===== src/hw/rsc_pkg.sv =====
/*
 * shared constants and types of the reader synchronisation controller.
 * assumes a single 250 MHz system clock and a synchronous active-high reset.
 */
package rsc_pkg;
    localparam int CLK_MHZ = 250;
    // back-off time, microseconds
    localparam int BACKOFF_US = 20;
    localparam int BACKOFF_CYC = BACKOFF_US * CLK_MHZ;
    // width of the emitted sync pulse, nanoseconds; least time, rounded up
    localparam int SYNC_PULSE_NS = 1000;
    localparam int SYNC_PULSE_CYC = (SYNC_PULSE_NS * CLK_MHZ + 999) / 1000;
    localparam int CNT_W = 16;

    typedef enum logic [2:0] {
        RSC_MODE_NONE     = 3'h0,
        RSC_MODE_WIRELESS = 3'h1,
        RSC_MODE_WIRED    = 3'h2,
        RSC_MODE_COMBINED = 3'h3,
        RSC_MODE_MS_NOACK = 3'h4,
        RSC_MODE_MS_ACK   = 3'h5,
        RSC_MODE_TRIG     = 3'h6
    } rsc_mode_t;

    typedef enum logic [4:0] {
        RSC_ST_IDLE     = 5'h01,
        RSC_ST_BACKOFF  = 5'h02,
        RSC_ST_WAIT_SYN = 5'h04,
        RSC_ST_ACTIVE   = 5'h08,
        RSC_ST_WAIT_ACK = 5'h10
    } rsc_state_t;
endpackage


===== src/hw/rsc_sync_ctrl.sv =====
/*
 * reader synchronisation controller: decides when the radio may start a
 * read/write cycle under the selected scheme and drives the sync, ack and
 * carrier-phase lines.
 * assumes all inputs are synchronous to clk; differential line drivers and
 * receivers sit outside and present single-ended levels here.
 */
`timescale 1ns/1ps
`default_nettype none
module rsc_sync_ctrl #(
    parameter logic [rsc_pkg::CNT_W-1:0] BACKOFF_CYCLES = rsc_pkg::CNT_W'(rsc_pkg::BACKOFF_CYC)
) (
    // clock and reset
    input  wire logic                clk,
    input  wire logic                sys_rst,
    // configuration
    input  wire rsc_pkg::rsc_mode_t  sync_mode,
    input  wire logic                ms_master,
    input  wire logic                trig_source,
    input  wire logic                cps_enable,
    input  wire logic                cps_slave,
    // radio task handshake
    input  wire logic                cycle_req,
    input  wire logic                task_is_write,
    input  wire logic                cycle_done,
    output logic                     cycle_start,
    output logic                     cycle_active,
    output logic                     task_refused,
    output logic                     cfg_conflict,
    // wireless detection
    input  wire logic                rx_above_thresh,
    // sync pair
    input  wire logic                sync_rx,
    output logic                     sync_tx,
    // acknowledge pair
    input  wire logic                ack_rx,
    output logic                     ack_tx,
    // carrier phase
    input  wire logic                osc_local,
    input  wire logic                cps_rx,
    output logic                     cps_tx,
    output logic                     cps_tx_oe,
    output logic                     tx_osc
);
    import rsc_pkg::*;

    function automatic logic uses_wireless(input rsc_mode_t m);
        return (m == RSC_MODE_WIRELESS) || (m == RSC_MODE_COMBINED);
    endfunction

    function automatic logic uses_wired(input rsc_mode_t m);
        return (m == RSC_MODE_WIRED) || (m == RSC_MODE_COMBINED);
    endfunction

    function automatic logic is_ms(input rsc_mode_t m);
        return (m == RSC_MODE_MS_NOACK) || (m == RSC_MODE_MS_ACK);
    endfunction

    // cycle state
    rsc_state_t       state;
    rsc_state_t       next_state;
    logic             sync_rx_q;
    logic             sync_rise;
    logic             other_busy;
    logic             bo_load;
    logic             bo_running;
    logic             bo_expired;
    logic             next_cycle_start;
    logic             next_task_refused;
    logic             next_pulse_go;

    // sync pulse generator
    logic [CNT_W-1:0] pulse_cnt;
    logic [CNT_W-1:0] next_pulse_cnt;

    // line outputs
    logic             next_sync_tx;
    logic             next_ack_tx;
    logic             next_cycle_active;
    logic             next_cfg_conflict;
    logic             cps_on;
    logic             next_cps_tx;
    logic             next_cps_tx_oe;
    logic             next_tx_osc;

    assign sync_rise = sync_rx && !sync_rx_q;

    // presence of another reader, from antenna, wired pair, or both
    always_comb begin
        other_busy = 1'b0;
        if (uses_wireless(sync_mode) && rx_above_thresh) begin
            other_busy = 1'b1;
        end
        if (uses_wired(sync_mode) && sync_rx) begin
            other_busy = 1'b1;
        end
    end

    rsc_timer u_backoff (
        .clk      (clk),
        .sys_rst  (sys_rst),
        .load     (bo_load),
        .load_val (BACKOFF_CYCLES),
        .running  (bo_running),
        .expired  (bo_expired)
    );

    always_comb begin
        next_state        = state;
        next_cycle_start  = 1'b0;
        next_task_refused = 1'b0;
        next_pulse_go     = 1'b0;
        bo_load           = 1'b0;
        case (state)
            RSC_ST_IDLE: begin
                if (cycle_req) begin
                    case (sync_mode)
                        RSC_MODE_NONE: begin
                            next_cycle_start = 1'b1;
                            next_state       = RSC_ST_ACTIVE;
                        end
                        RSC_MODE_WIRELESS, RSC_MODE_WIRED, RSC_MODE_COMBINED: begin
                            if (uses_wireless(sync_mode) && task_is_write) begin
                                next_task_refused = 1'b1;
                            end else if (other_busy) begin
                                bo_load    = 1'b1;
                                next_state = RSC_ST_BACKOFF;
                            end else begin
                                next_cycle_start = 1'b1;
                                next_state       = RSC_ST_ACTIVE;
                            end
                        end
                        RSC_MODE_MS_NOACK, RSC_MODE_MS_ACK: begin
                            if (!ms_master) begin
                                next_state = RSC_ST_WAIT_SYN;
                            end else if (sync_mode == RSC_MODE_MS_ACK && ack_rx) begin
                                next_state = RSC_ST_WAIT_ACK;
                            end else begin
                                next_pulse_go    = 1'b1;
                                next_cycle_start = 1'b1;
                                next_state       = RSC_ST_ACTIVE;
                            end
                        end
                        RSC_MODE_TRIG: begin
                            if (trig_source) begin
                                next_pulse_go    = 1'b1;
                                next_cycle_start = 1'b1;
                                next_state       = RSC_ST_ACTIVE;
                            end else begin
                                next_state = RSC_ST_WAIT_SYN;
                            end
                        end
                        default: begin
                            next_task_refused = 1'b1;
                        end
                    endcase
                end
            end
            RSC_ST_BACKOFF: begin
                // re-arbitrate once the delay has run out
                if (bo_expired || !bo_running) begin
                    next_state = RSC_ST_IDLE;
                end
            end
            RSC_ST_WAIT_SYN: begin
                if (!cycle_req) begin
                    next_state = RSC_ST_IDLE;
                end else if (sync_rise) begin
                    next_cycle_start = 1'b1;
                    next_state       = RSC_ST_ACTIVE;
                end
            end
            RSC_ST_ACTIVE: begin
                if (cycle_done) begin
                    if (sync_mode == RSC_MODE_MS_ACK && ms_master) begin
                        next_state = RSC_ST_WAIT_ACK;
                    end else begin
                        next_state = RSC_ST_IDLE;
                    end
                end
            end
            RSC_ST_WAIT_ACK: begin
                // slaves hold ack_rx high while any of them is still busy
                if (!ack_rx && pulse_cnt == '0) begin
                    next_state = RSC_ST_IDLE;
                end
            end
            default: begin
                next_state = RSC_ST_IDLE;
            end
        endcase
    end

    always_ff @(posedge clk) begin
        if (sys_rst) begin
            state        <= RSC_ST_IDLE;
            sync_rx_q    <= 1'b0;
            cycle_start  <= 1'b0;
            task_refused <= 1'b0;
        end else begin
            state        <= next_state;
            sync_rx_q    <= sync_rx;
            cycle_start  <= next_cycle_start;
            task_refused <= next_task_refused;
        end
    end

    // sync pulse: fixed width so slaves see a clean rising edge
    always_comb begin
        next_pulse_cnt = pulse_cnt;
        if (next_pulse_go) begin
            next_pulse_cnt = CNT_W'(SYNC_PULSE_CYC);
        end else if (pulse_cnt != '0) begin
            next_pulse_cnt = pulse_cnt - 1'b1;
        end
    end

    always_ff @(posedge clk) begin
        if (sys_rst) begin
            pulse_cnt <= '0;
        end else begin
            pulse_cnt <= next_pulse_cnt;
        end
    end

    // sync, ack and activity lines
    always_comb begin
        next_cycle_active = (next_state == RSC_ST_ACTIVE);
        next_sync_tx      = 1'b0;
        next_ack_tx       = 1'b0;
        if (uses_wired(sync_mode)) begin
            // peers see our cycle as presence on the wired pair
            next_sync_tx = next_cycle_active;
        end else if (is_ms(sync_mode) || sync_mode == RSC_MODE_TRIG) begin
            next_sync_tx = (next_pulse_cnt != '0);
        end
        if (sync_mode == RSC_MODE_MS_ACK && !ms_master) begin
            // busy on the slave transmit pair until our cycle completes
            next_ack_tx = next_cycle_active;
        end
    end

    always_ff @(posedge clk) begin
        if (sys_rst) begin
            cycle_active <= 1'b0;
            sync_tx      <= 1'b0;
            ack_tx       <= 1'b0;
        end else begin
            cycle_active <= next_cycle_active;
            sync_tx      <= next_sync_tx;
            ack_tx       <= next_ack_tx;
        end
    end

    // carrier phase: refused while triggered mode is selected
    assign cps_on = cps_enable && (sync_mode != RSC_MODE_TRIG);

    always_comb begin
        next_cfg_conflict = cps_enable && (sync_mode == RSC_MODE_TRIG);
        next_cps_tx       = 1'b0;
        next_cps_tx_oe    = 1'b0;
        next_tx_osc       = osc_local;
        if (cps_on) begin
            if (cps_slave) begin
                next_tx_osc = cps_rx;
            end else begin
                next_cps_tx    = osc_local;
                next_cps_tx_oe = 1'b1;
            end
        end
    end

    // one register stage on the oscillator path; a slave adds its stage to the one
    // already on the master's cps_tx, so its tx_osc lags the master's by a cycle
    always_ff @(posedge clk) begin
        if (sys_rst) begin
            cfg_conflict <= 1'b0;
            cps_tx       <= 1'b0;
            cps_tx_oe    <= 1'b0;
            tx_osc       <= 1'b0;
        end else begin
            cfg_conflict <= next_cfg_conflict;
            cps_tx       <= next_cps_tx;
            cps_tx_oe    <= next_cps_tx_oe;
            tx_osc       <= next_tx_osc;
        end
    end
endmodule // rsc_sync_ctrl
`default_nettype wire


===== src/hw/rsc_timer.sv =====
/*
 * loadable down-counter used for the back-off delay.
 * assumes load and count come from the caller's clock domain.
 */
`timescale 1ns/1ps
`default_nettype none
module rsc_timer (
    // clock and reset
    input  wire logic                    clk,
    input  wire logic                    sys_rst,
    // control
    input  wire logic                    load,
    input  wire logic [rsc_pkg::CNT_W-1:0] load_val,
    // status
    output logic                         running,
    output logic                         expired
);
    import rsc_pkg::*;

    logic [CNT_W-1:0] count;
    logic [CNT_W-1:0] next_count;
    logic             next_expired;

    always_comb begin
        next_count   = count;
        next_expired = 1'b0;
        if (load) begin
            next_count = load_val;
        end else if (count != '0) begin
            next_count = count - 1'b1;
            // one-cycle pulse on the last tick
            next_expired = (count == {{(CNT_W-1){1'b0}}, 1'b1});
        end
    end

    always_ff @(posedge clk) begin
        if (sys_rst) begin
            count   <= '0;
            expired <= 1'b0;
        end else begin
            count   <= next_count;
            expired <= next_expired;
        end
    end

    assign running = (count != '0);
endmodule // rsc_timer
`default_nettype wire


===== config.mk =====
export PLATFORM = sky130hd
export DESIGN_NAME = rsc_sync_ctrl
export DESIGN_NICKNAME = d
export VERILOG_FILES = /design/src/hw/rsc_pkg.sv /design/src/hw/rsc_sync_ctrl.sv /design/src/hw/rsc_timer.sv
export SDC_FILE = /design/constraint.sdc
export NUM_CORES = 1
export LEC_CHECK = 0
export BUFFER_PORTS_ARGS = -buffer_cell sky130_fd_sc_hd__buf_2
export CORE_MARGIN = 2
export CORE_UTILIZATION = 42
export CTS_BUF_LIST = sky130_fd_sc_hd__clkbuf_4
export CTS_CLUSTER_DIAMETER = 30
export DETAILED_ROUTE_END_ITERATION = 6
export SETUP_SLACK_MARGIN = 0.5
export SYNTH_ARGS = -nofsm -noshare
export SYNTH_HDL_FRONTEND = slang
export SYNTH_HIERARCHICAL = 1
export SYNTH_SLANG_ARGS = --single-unit

===== constraint.sdc =====
create_clock -name clk -period 3.6 [get_ports clk]
set_input_delay 0.36 -clock clk [delete_from_list [all_inputs] [get_ports clk]]
set_output_delay 0.36 -clock clk [all_outputs]
set_load 0.005 [all_outputs]

; Word-level counts from Yosys, hierarchy flattened
; Index checks and enable logic that the tools add are counted.
[word_totals]
reg_bits = 48
inputBits = 17
out_inout_bits = 9
[op_classes]
n_addsub = 2
n_eq_ne = 14
mux = 45
n_bitwise = 5
n_reduce_logical = 34
[op_table]
columns = op, n
row1 = $mux 5, 10
row2 = $reduce_bool 16->1, 3
row3 = $mux 16, 2
row4 = $sub 16x1->16 const B, 2
row5 = $mux 13, 2
row6 = $pmux 5 s5, 1
row7 = $mux 1, 23
row8 = $pmux 5 s4, 1
row9 = $eq 16x1->1 const B, 1
row10 = $logic_not 16->1, 1
row11 = $reduce_or 3->1, 4
row12 = $eq 5x4->1 const B, 2
row13 = $logic_and 1x1->1, 10
row14 = $eq 3x3->1 const B, 3
row15 = $mux 4, 2
row16 = $reduce_or 2->1, 4
row17 = $eq 3x2->1 const B, 2
row18 = $pmux 1 s2, 3
row19 = $eq 5x1->1 const B, 1
row20 = $eq 5x2->1 const B, 1
row21 = $eq 5x3->1 const B, 1
row22 = $eq 5x5->1 const B, 1
row23 = $logic_or 1x1->1, 5
row24 = $not 1->1, 5
row25 = 7 further kinds, 10

; Logic depth before layout (Yosys ltp)
; Gate-level depths: netlist of the first run.
[depth]
depth_word = 12
ltp_mapped = 9
depth_no_buf = 9

; Hierarchy
; Netlist of the first run, hierarchy kept.
[by_module_without_submodules]
columns = mod, instances, cells_each, area_each_um2, seq_area_each_um2
row1 = rsc_sync_ctrl, 1, 202, 1681.6, 620.6
row2 = rsc_timer, 1, 113, 999.7, 340.3

; Worst setup path after synthesis of the first run
; Ideal clock, no wire load.
[synth_timing]
path_type = flip-flop to flip-flop
start = register state[1]
end = register u_backoff.count[7]
t_arrival_ps = 2912
required_ps = 3533
slack_ps = 621
path_stages_with_launch = 10
synth_period_minus_slack_ps = 2979
cell_sequence = dfxtp_1 nor4_1 and2_1 nand2_1 a2111oi_0 inv_1 nor2_1 clkbuf_1 nand2_1 o21ai_2
[synth_between]
elab_chain_cells = 3
elab_cells_between_ends = 4
[synth_lines]
columns = item, line_no
row1 = start: declaration, rsc_sync_ctrl.sv:60  ; rsc_state_t state;
row2 = start signal: assignment, rsc_sync_ctrl.sv:201  ; state <= next_state;
row3 = $eq 5x1->1 (*), rsc_sync_ctrl.sv:114  ; case (state)
row4 = $mux 1 (*), rsc_sync_ctrl.sv:114
row5 = via bo_load, rsc_sync_ctrl.sv:65  ; logic bo_load;
row6 = $mux 13 / $reduce_bool 2->1 (equally long branches), -
row7 = end signal: assignment, rsc_timer.sv:41  ; count <= next_count;
row8 = end: declaration, rsc_timer.sv:20  ; logic [CNT_W-1:0] count;
; The timed path passes the listed nets; every way through them passes the cells marked *.
; A chain may end at the register's enable or synchronous reset.

; Final worst setup path of the first run
[layout_timing]
start = register pulse_cnt[0]
end = register sync_tx
[layout_between]
elab_chain_cells = 6
elab_cells_between_ends = 12
[layout_lines]
columns = item, line_no
row1 = start: declaration, rsc_sync_ctrl.sv:73  ; logic [CNT_W-1:0] pulse_cnt;
row2 = start signal: assignment, rsc_sync_ctrl.sv:222  ; pulse_cnt <= next_pulse_cnt;
row3 = $sub 16x1->16 (tied with other cells), rsc_sync_ctrl.sv:214  ; next_pulse_cnt = pulse_cnt - 1'b1;
row4 = $mux 16 / $logic_and 1x1->1 (equally long branches), "rsc_sync_ctrl.sv:213, rsc_sync_ctrl.sv:184"
row5 = $mux 16 / $mux 5 (equally long branches), "rsc_sync_ctrl.sv:211, rsc_sync_ctrl.sv:184"
row6 = $reduce_bool 16->1 / $pmux 5 s5 (equally long branches), "rsc_sync_ctrl.sv:235, rsc_sync_ctrl.sv:114"
row7 = $mux 1 / $eq 5x4->1 (equally long branches), "rsc_sync_ctrl.sv:234, rsc_sync_ctrl.sv:228"
row8 = $mux 1 (*), rsc_sync_ctrl.sv:231  ; if (uses_wired(sync_mode)) begin
row9 = end signal: assignment, rsc_sync_ctrl.sv:250  ; sync_tx <= next_sync_tx;
row10 = end: declaration, rsc_sync_ctrl.sv:34  ; output logic sync_tx,
; Every way passes the cells marked *; elsewhere a longest branch is shown, timed or not.

==> results of run 1 <==
==> path summary, 6_finish.rpt <==
path	from	to	slack [ns]	cells past startpoint
max	pulse_cnt[0]	sync_tx	0.96	8
max reg2reg	pulse_cnt[0]	sync_tx	0.96	8
min reg2reg	pulse_cnt[6]	pulse_cnt[6]	0.57	2
min	cps_slave	cps_tx_oe	0.14	2
==> metal layers <==
| layer | vias to the layer above | wire length [um] |
|---|---|---|
| met2 | 62 | 2550 |
| met5 | - | 0 |
| li1 | 1200 | - |
| met4 | 0 | 115 |
| met3 | 12 | 236 |
| met1 | 1043 | 2770 |
==> synth_stat cells, types with 4 or more instances <==
master	n
ha_1	4
dfxtp_1	48
inv_1	11
or3_1	6
o21ai_2	11
o21ai_0	12
nand3b_1	5
nand2b_1	6
nor2b_1	10
xnor2_1	10
nand3_1	14
clkbuf_1	8
nand2_1	30
nor3_1	10
nand4_1	7
a21oi_1	8
mux2i_1	5
xor2_1	11
nor3b_1	4
nor4_1	8
nor2_1	29
==> final cells by class <==
class                   count  area, um2  area share [%]
flip-flops and latches     48        961            32.1
clock inverters             3       23.8           0.795
multi-input cells         261       1690            56.5
inverters                  11       41.3            1.38
clock buffers               5       37.5            1.25
well taps                  77       96.3            3.22
repair buffers             27        140            4.68
==> worst reg2reg max path: cells and delay by family, from the launching register on <==
family | cells | cell delay [ns]
and+or+nand+nor | 4 | 1.35
DFF | 1 | 0.39
muxes | 1 | 0.32
AOI/OAI and AO/OA | 1 | 0.23
adders and majority gates | 1 | 0.20
buffers and inverters | 1 | 0.10
==> metrics by stage <==
stage / setup slack, ns / util [%] / area, um2 / instances
floorplan: 0.621 / - / 2730 / 329
global placement: 1.15 / 46.7 / 2930 / 424
detailed placement: 1.07 / 46.7 / 2930 / 424
CTS: 0.998 / 47.7 / 2990 / 432
global route: 0.897 / 47.7 / 2990 / 432
finish: 0.959 / 47.7 / 2990 / 432
==> power by group through the flow <==
stage	registers, mW	clock network [mW]	logic [mW]
floorplan	0.903	0	1.17
global placement	0.952	0	1.38
detailed placement	0.953	0	1.38
CTS	0.943	0.278	1.39
global route	0.973	0.296	1.58
finish	0.945	0.261	1.39
==> logic make-up (layout without fill, tap and decap cells) <==
kind of cell,after synthesis,count (layout),share of synthesized area (%)
and+or+nand+nor,154,154,34.2
AOI/OAI and AO/OA,61,61,16.0
DFF,48,48,35.8
xor gates and xnor gates,21,21,6.86
buffers and inverters,20,46,3.08
muxes,5,5,1.87
adders and majority gates,4,4,1.87
other,2,16,0.280
==> metrics.md, run 1 <==
| Metric | Value |
|---|---|
| Status | `finished clean` |
| GPL Wtd Cong | `0.822` |
| Fin. Hold Viols | `0` |
| Total power | `approximately 2.6 mW` |
| Vias in the first global route | `2210` |
| Final HPWL DP | `a little over 4000 um` |
| Post-Syn Area per Cell | `8.51 um2` |
| Core area | `0.00628 mm2` |
| Hold slack | `0.144 ns` |
| RSZ-0062 raised after global routing | `no` |
| Fillers | `620` |
| Htree depth | `2` |
| CTS tree | `done` |
| Commonest non-fill, non-tap cell in the layout | `dfxtp_1` |
| Clk_lat worst skew | `0.38 ns` |
| Min cycle time layout | `approximately 2.6 ns` |
| Ys async rst share | `0%` |
| Met3 Track Usage GR | `3.36%` |
| Gr ovfl total | `0` |
| Crit path max-delay family | `simple AND/OR/NAND/NOR gates` |
| Die area | `0.00704 mm2` |
| Slowest-stage cell, CP | `or4_1` |
| Largest net degree at the start of global routing | `25` |
| First-iteration detailed-routing DRC count | `85` |
| Busiest grt layer | `met2` |
| Required time worst endpoint | `~3.9 ns` |
| Synthesis-stage register bit count | `48` |
| Yosys Warn Count | `6` |
| Switching share of power | `45.8%` |
| Power per cell area | `868 mW/mm2` |
| Residual DRC | `0` |
| DR pass1 iterations | `4` |
| Fmax | `379 MHz` |
| Max VDD drop | `0.573 mV` |
| HP Class | `in2reg` |
| Synth top area cells | `dfxtp_1, nand2_1, nor2_1` |
| Clock buffer depth | `2` |
| Biggest regs | `pulse_cnt: 16 flops, u_backoff/count: 16 flops, state: 5 flops` |
| CTS root buf | `clkbuf_4` |
| Area growth, synth to finish | `11.6%` |
| Worst-path fanout max | `6` |
| Hold_buf cts | `0` |
| Initial Util | `between 40% and 50%` |
| Post-synth top flop | `dfxtp_1` |
| Synth Instances | `315` |
| Seq pwr share | `36.4%` |
| Fin Clk Skew | `0.0170 ns` |
| # diodes | `0` |
| Die X | `roughly 84 um` |
| Leak pwr | `1.19 nW` |
| Post-route ant nets | `0` |
| Dominant cell type by area after synthesis | `dfxtp_1` |
| Post-synth EDFFs | `0` |
| CP bufs+invs | `1` |
| Crit path capture type | `flop` |
| Layout cells sized above 1 | `16.3%` |
| Nets | `375` |
| Worst path cell trace | `inv_1, ha_1, or3b_1, nor3b_1, mux2i_1, nand4_1, or4_1, a32o_1` |
| Slew headroom | `46.7%` |
| First-pass GRT wire length | `9910 um` |
| Row count | `29` |
| M1 GR Usage | `22.1%` |
| Synth Cell Area | `0.00268 mm2` |
| Die height | `83.9 um` |
| CTS clk-pin slew, worst paths | `0.16 ns` |
| Port Buffer Count | `25` |
| Tot GR Track Use | `17.0%` |
| Max-cap violations | `0` |
| Clk network pwr share | `10.1%` |
| Initial antenna violation count | `0` |
| Internal Power | `1.41 mW` |
| Postcts setup bufs | `0` |
| Max incr delay on CP | `0.50 ns` |
| Most frequent cells in the layout | `dfxtp_1, nand2_1, nor2_1, buf_2, conb_1` |
| Setup violations, final | `0` |
| Clock Sink Count | `48` |
| Fin. max-slew vios | `0` |
| Via count | `~2300` |
| Switch Pwr | `1.19 mW` |
| Critical path type | `reg2reg` |
| Crit path DAT | `2.93 ns` |
| Resized cells post-CTS | `0` |
| Vias/cell | `5.36` |
| CTS Buf Count | `5` |
| WL/cell | `13.1 um` |
| Met2 GRT Util | `27.6%` |
| Total wire length | `approximately 5700 um` |
| Combinational group share of total power | `53.6%` |
| I/O pin count | `26` |
| Register area share after synthesis | `35.8%` |
| Setup TNS | `0 ns` |
| Critical Path Start Type | `flop` |
| Tcrit/Tclk final | `73.4%` |
| Area fraction of the dominant cell type after synthesis | `35.8%` |
| Worst-Margin Slew | `0.799 ns` |
| Post-synth cell types | `63` |
(Power assumes the default switching activity.)
==> inputs of run 2 (changes only) <==
Settings changed: ABC_AREA set to 1.
Clock period 3.6 ns to 2.33 ns, I/O delays scaled along.
==> metrics.md, run 2 <==
| Metric | Value |
|---|---|
| Core area | `around 0.0073 mm2` |
| Post-synth cell types | `41` |
| RSZ-0062 raised after global routing | `yes` |
| Met2 wire len | `3700 um` |
| Fin. max-slew vios | `0` |
| GPL Wtd Cong | `0.876` |
| Total power | `5.71 mW` |
| Via count | `3102` |
| Placed cells | `632` |
| Residual DRC | `0` |
| Min cycle time layout | `around 1.7 ns` |
| Status | `finished clean` |
| Area fraction of the dominant cell type after synthesis | `between 30% and 40%` |
| Die area | `between 0.008 and 0.009 mm2` |
| Fillers | `approximately 800` |
| Initial Util | `43.5%` |
| Layout cells sized above 1 | `20.6%` |
| WL met1 | `3640 um` |
| Tcrit/Tclk final | `75.1%` |
| CTS Buf Count | `5` |
| Die height | `90.7 um` |
| Critical Path Start Type | `flop` |
| Post-route ant nets | `0` |
| Post-synth EDFFs | `0` |
| Dominant cell type by area after synthesis | `dfxtp_1` |
| Total wire length | `between 7000 and 8000 um` |
| Commonest non-fill, non-tap cell in the layout | `nand2_1` |
| Tot GR Track Use | `18.9%` |
| CTS tree | `done` |
| Crit path capture type | `flop` |
| Die X | `90.7 um` |
| WL/cell | `between 10 and 15 um` |
| Final Util | `between 50% and 60%` |
| Yosys Warn Count | `6` |
| Setup TNS | `0 ns` |
| Post-Syn Area per Cell | `6.32 um2` |
| Vias in the first global route | `between 2000 and 3000` |
| Clk_lat worst skew | `0.37 ns` |
| Ys async rst share | `0%` |
| Most frequent cells in the layout | `nand2_1, nor2_1, inv_1, dfxtp_1, nand3_1` |
| Htree depth | `2` |
| Port Buffer Count | `25` |
| Register area share after synthesis | `around 30%` |
| Nets | `569` |
| Clock buffer depth | `2` |
| Crit path DAT | `2.01 ns` |
| Setup violations, final | `0` |
| Synthesis-stage register bit count | `48` |
| Fin Clk Skew | `0.0162 ns` |
| CTS clk-pin slew, worst paths | `0.15 ns` |
| Largest net degree at the start of global routing | `38` |
| Fmax | `572 MHz` |
| DR pass1 iterations | `4` |
| Required time worst endpoint | `2.59 ns` |
| Initial antenna violation count | `0` |
| Top layer reached by signal wires | `met4` |
| # diodes | `0` |
| Worst-path fanout max | `18` |
| First-pass GRT wire length | `12900 um` |
| Critical path type | `reg2reg` |
| Area growth, synth to finish | `16.6%` |
| Multi-input logic area | `0.00208 mm2` |
| Gr ovfl total | `0` |
| HP Class | `in2reg` |
| Power per cell area | `between 1500 and 2000 mW/mm2` |
| Register area | `968 um2` |
| Post-synth top flop | `dfxtp_1` |
| First-iteration detailed-routing DRC count | `between 100 and 150` |
| Vias/cell | `~4.8` |
| Most common cell in the netlist | `nand2_1` |
| Synth top cells by count | `nand2_1, nor2_1, inv_1` |
| I/O pin count | `26` |
| Biggest regs | `pulse_cnt: 16 flops, u_backoff/count: 16 flops, state: 5 flops` |
| Fin. Hold Viols | `0` |
| CTS root buf | `clkbuf_4` |
| Synth Cell Area | `0.00316 mm2` |
| Fin cells | `approximately 650` |
| Final HPWL DP | `5670 um` |
| Synth Instances | `500` |
| Max VDD drop | `0.759 mV` |
| Synth top area cells | `dfxtp_1, nand2_1, nor2_1` |
| Routed wl met3 | `269 um` |
| Row count | `31` |
| Leak pwr | `1.89 nW` |
| Clock Sink Count | `48` |
| Max-cap violations | `0` |
==> run 2: changes by cell type in the layout (fill, tap and decap cells not counted), moves of 7 or more <==
| cell | change |
|---|---|
| nand3_2 | +9 |
| a21oi_1 | +12 |
| o21ai_2 | -10 |
| nor2_4 | +7 |
| xnor2_1 | -7 |
| nand2_2 | +14 |
| nor2_2 | +10 |
| nand2_1 | +102 |
| nor2b_1 | -10 |
| nand3_1 | +26 |
| nor2_1 | +54 |
| xor2_1 | -8 |
| inv_1 | +41 |
==> run 2: worst paths after layout <==
path / from / to / slack (ns) / cells past startpoint
setup / recovery: state[3] / u_backoff/count[0] / 0.58 / 11
hold / removal: cps_slave / cps_tx_oe / 0.04 / 2
setup reg to reg: state[3] / u_backoff/count[0] / 0.58 / 11
hold reg to reg: u_backoff/count[1] / u_backoff/count[1] / 0.53 / 2
==> run 2: power breakdown <==
group / switching [mW] / internal, mW / total, mW
Sequential: 0.323 / 1.10 / 1.42
Combinational: 2.39 / 1.39 / 3.78
Clock: 0.273 / 0.237 / 0.510
Total: 2.98 / 2.73 / 5.71
==> run 2: routing by layer <==
metal / vias to the layer above / GRT usage [%]
met5: - / 0
met4: 0 / 4.74
met3: 9 / 3.42
met2: 54 / 31.8
met1: 1376 / 24.8
li1: 1663 / -
==> run 2: final cells by class <==
type                       instances  area share (%)
inverter                          60            6.25
clock inverter                     2           0.951
tap                               99            3.36
sequential                        48            26.3
clock buffer                       6            1.22
timing repair buffer              34            5.43
multi-input combinational        399            56.5
==> run 2: cell families after synthesis <==
family                     synth area share (%)
DFF                                        30.4
xor gates and xnor gates                   1.66
other                                     0.238
buffers and inverters                      9.03
adders and majority gates                  1.58
AOI/OAI and AO/OA                          7.85
and+or+nand+nor                            49.2
==> run 2: timing repair <==
action | 4_1_cts | 5_1_grt
setup buffers | 0 | 6
pin swaps | 0 | 6
hold buffers | 0 | 0
gates resized for setup | 1 | 33
cloned | 0 | 2
setup endpoints to repair | 1 | 12
==> run 2: metrics by stage <==
step	hold slack [ns]	setup slack (ns)	cell area, um2
after global routing	0.0200	0.447	3680
after detailed placement	0.440	0.446	3420
final	0.0385	0.581	3680
after floorplan	0.305	0.534	3210
after global placement	0.437	0.522	3420
after CTS	0.0274	0.501	3500
==> run 2: critical path: stages, from the launching register on <==
cell and delay [ns]:
dfxtp_1 0.38, nor2_2 0.18, nand3_2 0.14, nor2_4 0.19, nand3_2 0.12, inv_1 0.10
clkinv_1 0.08, buf_6 0.17, nor2_1 0.11, nor2_1 0.05, o21ai_1 0.09, nor2_1 0.05
==> inputs of run 3 (changes only) <==
Settings changed: ABC_AREA 1 to 0.
Clock period 2.33 ns to 1.5 ns, I/O delays scaled along.
==> metrics.md, run 3 (synthesis results as in run 1) <==
| Metric | Value |
|---|---|
| CTS clk-pin slew, worst paths | `0.14 ns` |
| Post-route ant nets | `0` |
| Fin. Hold Viols | `0` |
| Critical path type | `reg2reg` |
| Residual DRC | `0` |
| CTS root buf | `clkbuf_4` |
| Largest net degree at the start of global routing | `14` |
| Hold slack | `around 0.015 ns` |
| Max-cap violations | `0` |
| RSZ-0062 raised after global routing | `yes` |
| GPL Wtd Cong | `0.888` |
| Total wire length | `7910 um` |
| First-pass GRT wire length | `13400 um` |
| Area growth, synth to finish | `64.3%` |
| Final WS setup | `-0.755 ns` |
| Setup violations, final | `39` |
| Crit path launch | `pulse_cnt[1]` |
| Reg-to-reg startpoint | `pulse_cnt[1]` |
| CTS Buf Count | `5` |
| Status | `complete, but fails checks` |
| Gr ovfl total | `0` |
| Crit path DAT | `2.53 ns` |
| Fin Clk Skew | `0.00802 ns` |
| Most frequent cells in the layout | `buf_4, dfxtp_1, buf_2, nand2_1, nor2_1` |
| Fin. max-slew vios | `0` |
| Min cycle time layout | `2.25 ns` |
| Fmax | `443 MHz` |
| Required time worst endpoint | `1.78 ns` |
| Die height | `approximately 84 um` |
| R2R Setup Slk | `-0.75 ns` |
| Clk_lat worst skew | `0.36 ns` |
| Crit path capture type | `flop` |
| Fillers | `500` |
| DR pass1 iterations | `4` |
| HP Class | `in2reg` |
| Initial Util | `between 40% and 50%` |
| Tot GR Track Use | `23.0%` |
| Layout cells sized above 1 | `51.9%` |
| Biggest regs | `pulse_cnt: 16 flops, u_backoff/count: 16 flops, state: 5 flops` |
| Power per cell area | `2150 mW/mm2` |
| Final HPWL DP | `5650 um` |
| Worst Setup EP | `sync_tx` |
| Core area | `roughly 0.0063 mm2` |
| First-iteration detailed-routing DRC count | `130` |
| Via count | `approximately 2800` |
| Nets | `488` |
| Die area | `0.00704 mm2` |
| WL/cell | `14.5 um` |
| Vias in the first global route | `2900` |
| Total power | `9.48 mW` |
| Critical Path Start Type | `flop` |
| Initial antenna violation count | `0` |
| Die X | `roughly 84 um` |
| Failing checks | `setup timing` |
| Reg2reg end | `sync_tx` |
| Max VDD drop | `1.98 mV` |
| Worst-path fanout max | `4` |
| Leak pwr | `around 1.9 nW` |
| I/O pin count | `26` |
| Setup TNS | `-10.74 ns` |
| Vias/cell | `5.21` |
| Tcrit/Tclk final | `150%` |
| Commonest non-fill, non-tap cell in the layout | `buf_4` |
| Clock buffer depth | `2` |
| # diodes | `0` |
| Reg2Reg Depth | `8` |
| Htree depth | `2` |
| Port Buffer Count | `25` |
| Clock Sink Count | `48` |
| CTS tree | `done` |
| Row count | `29` |
run 3: worst min path at each step:
stage | cells past startpoint | startpoint | to
3_5_place_dp | 2 | cps_slave | cps_tx_oe
2_1_floorplan | 1 | sys_rst | sync_rx_q
4_1_cts | 3 | cps_rx | tx_osc
6_report | 3 | cps_rx | tx_osc
3_3_place_gp | 2 | cps_slave | cps_tx_oe
5_1_grt | 2 | cps_enable | cfg_conflict
run 3: report_power, final:
group          switching, mW  total [mW]  internal (mW)
clock                  0.421       0.639          0.218
sequential             0.485        2.18           1.69
combinational           3.10        6.66           3.56
run 3: final cells by class:
cell class                      instances  area [um2]  area share, %
Multi-Input combinational cell        261        2120           48.2
Timing Repair Buffer                  140        1110           25.2
Sequential cell                        48         978           22.2
Tap cell                               77        96.3           2.19
Clock buffer                            7        52.6           1.19
Inverter                               11        43.8          0.994
Clock inverter                          1        3.75         0.0852
run 3: routing by layer:
metal	GRT usage [%]	wire, um	vias to the layer above
li1	-	-	1430
met3	2.67	258	9
met4	5.87	108	0
met1	29.3	3500	1341
met2	41.3	4040	58
met5	0	0	-
run 3: metrics by stage:
step	setup slack (ns)	util [%]	std cells	instance area, um2
3_5_place_dp	-0.697	61.3	516	3850
2_1_floorplan	-0.601	-	329	2950
6_report	-0.755	70.2	545	4410
4_1_cts	-0.709	67.4	537	4230
3_3_place_gp	-0.640	61.3	516	3850
5_1_grt	-0.872	70.2	545	4410
run 3: what timing repair did:
action,CTS,global route
endpoints found under the setup margin,43,45
resized for setup,53,26
hold buffers,2,0
pin swaps,26,21
buffers inserted,11,8
endpoints found under the hold margin,2,0
run 3: worst max-delay path, stage by stage, from the launching register on:
cell	delay [ns]
dfxtp_2	0.36
inv_2	0.07
ha_4	0.13
or3b_4	0.40
nor3b_2	0.19
mux2i_1	0.29
nand4_1	0.11
or4_1	0.42
a32o_1	0.21
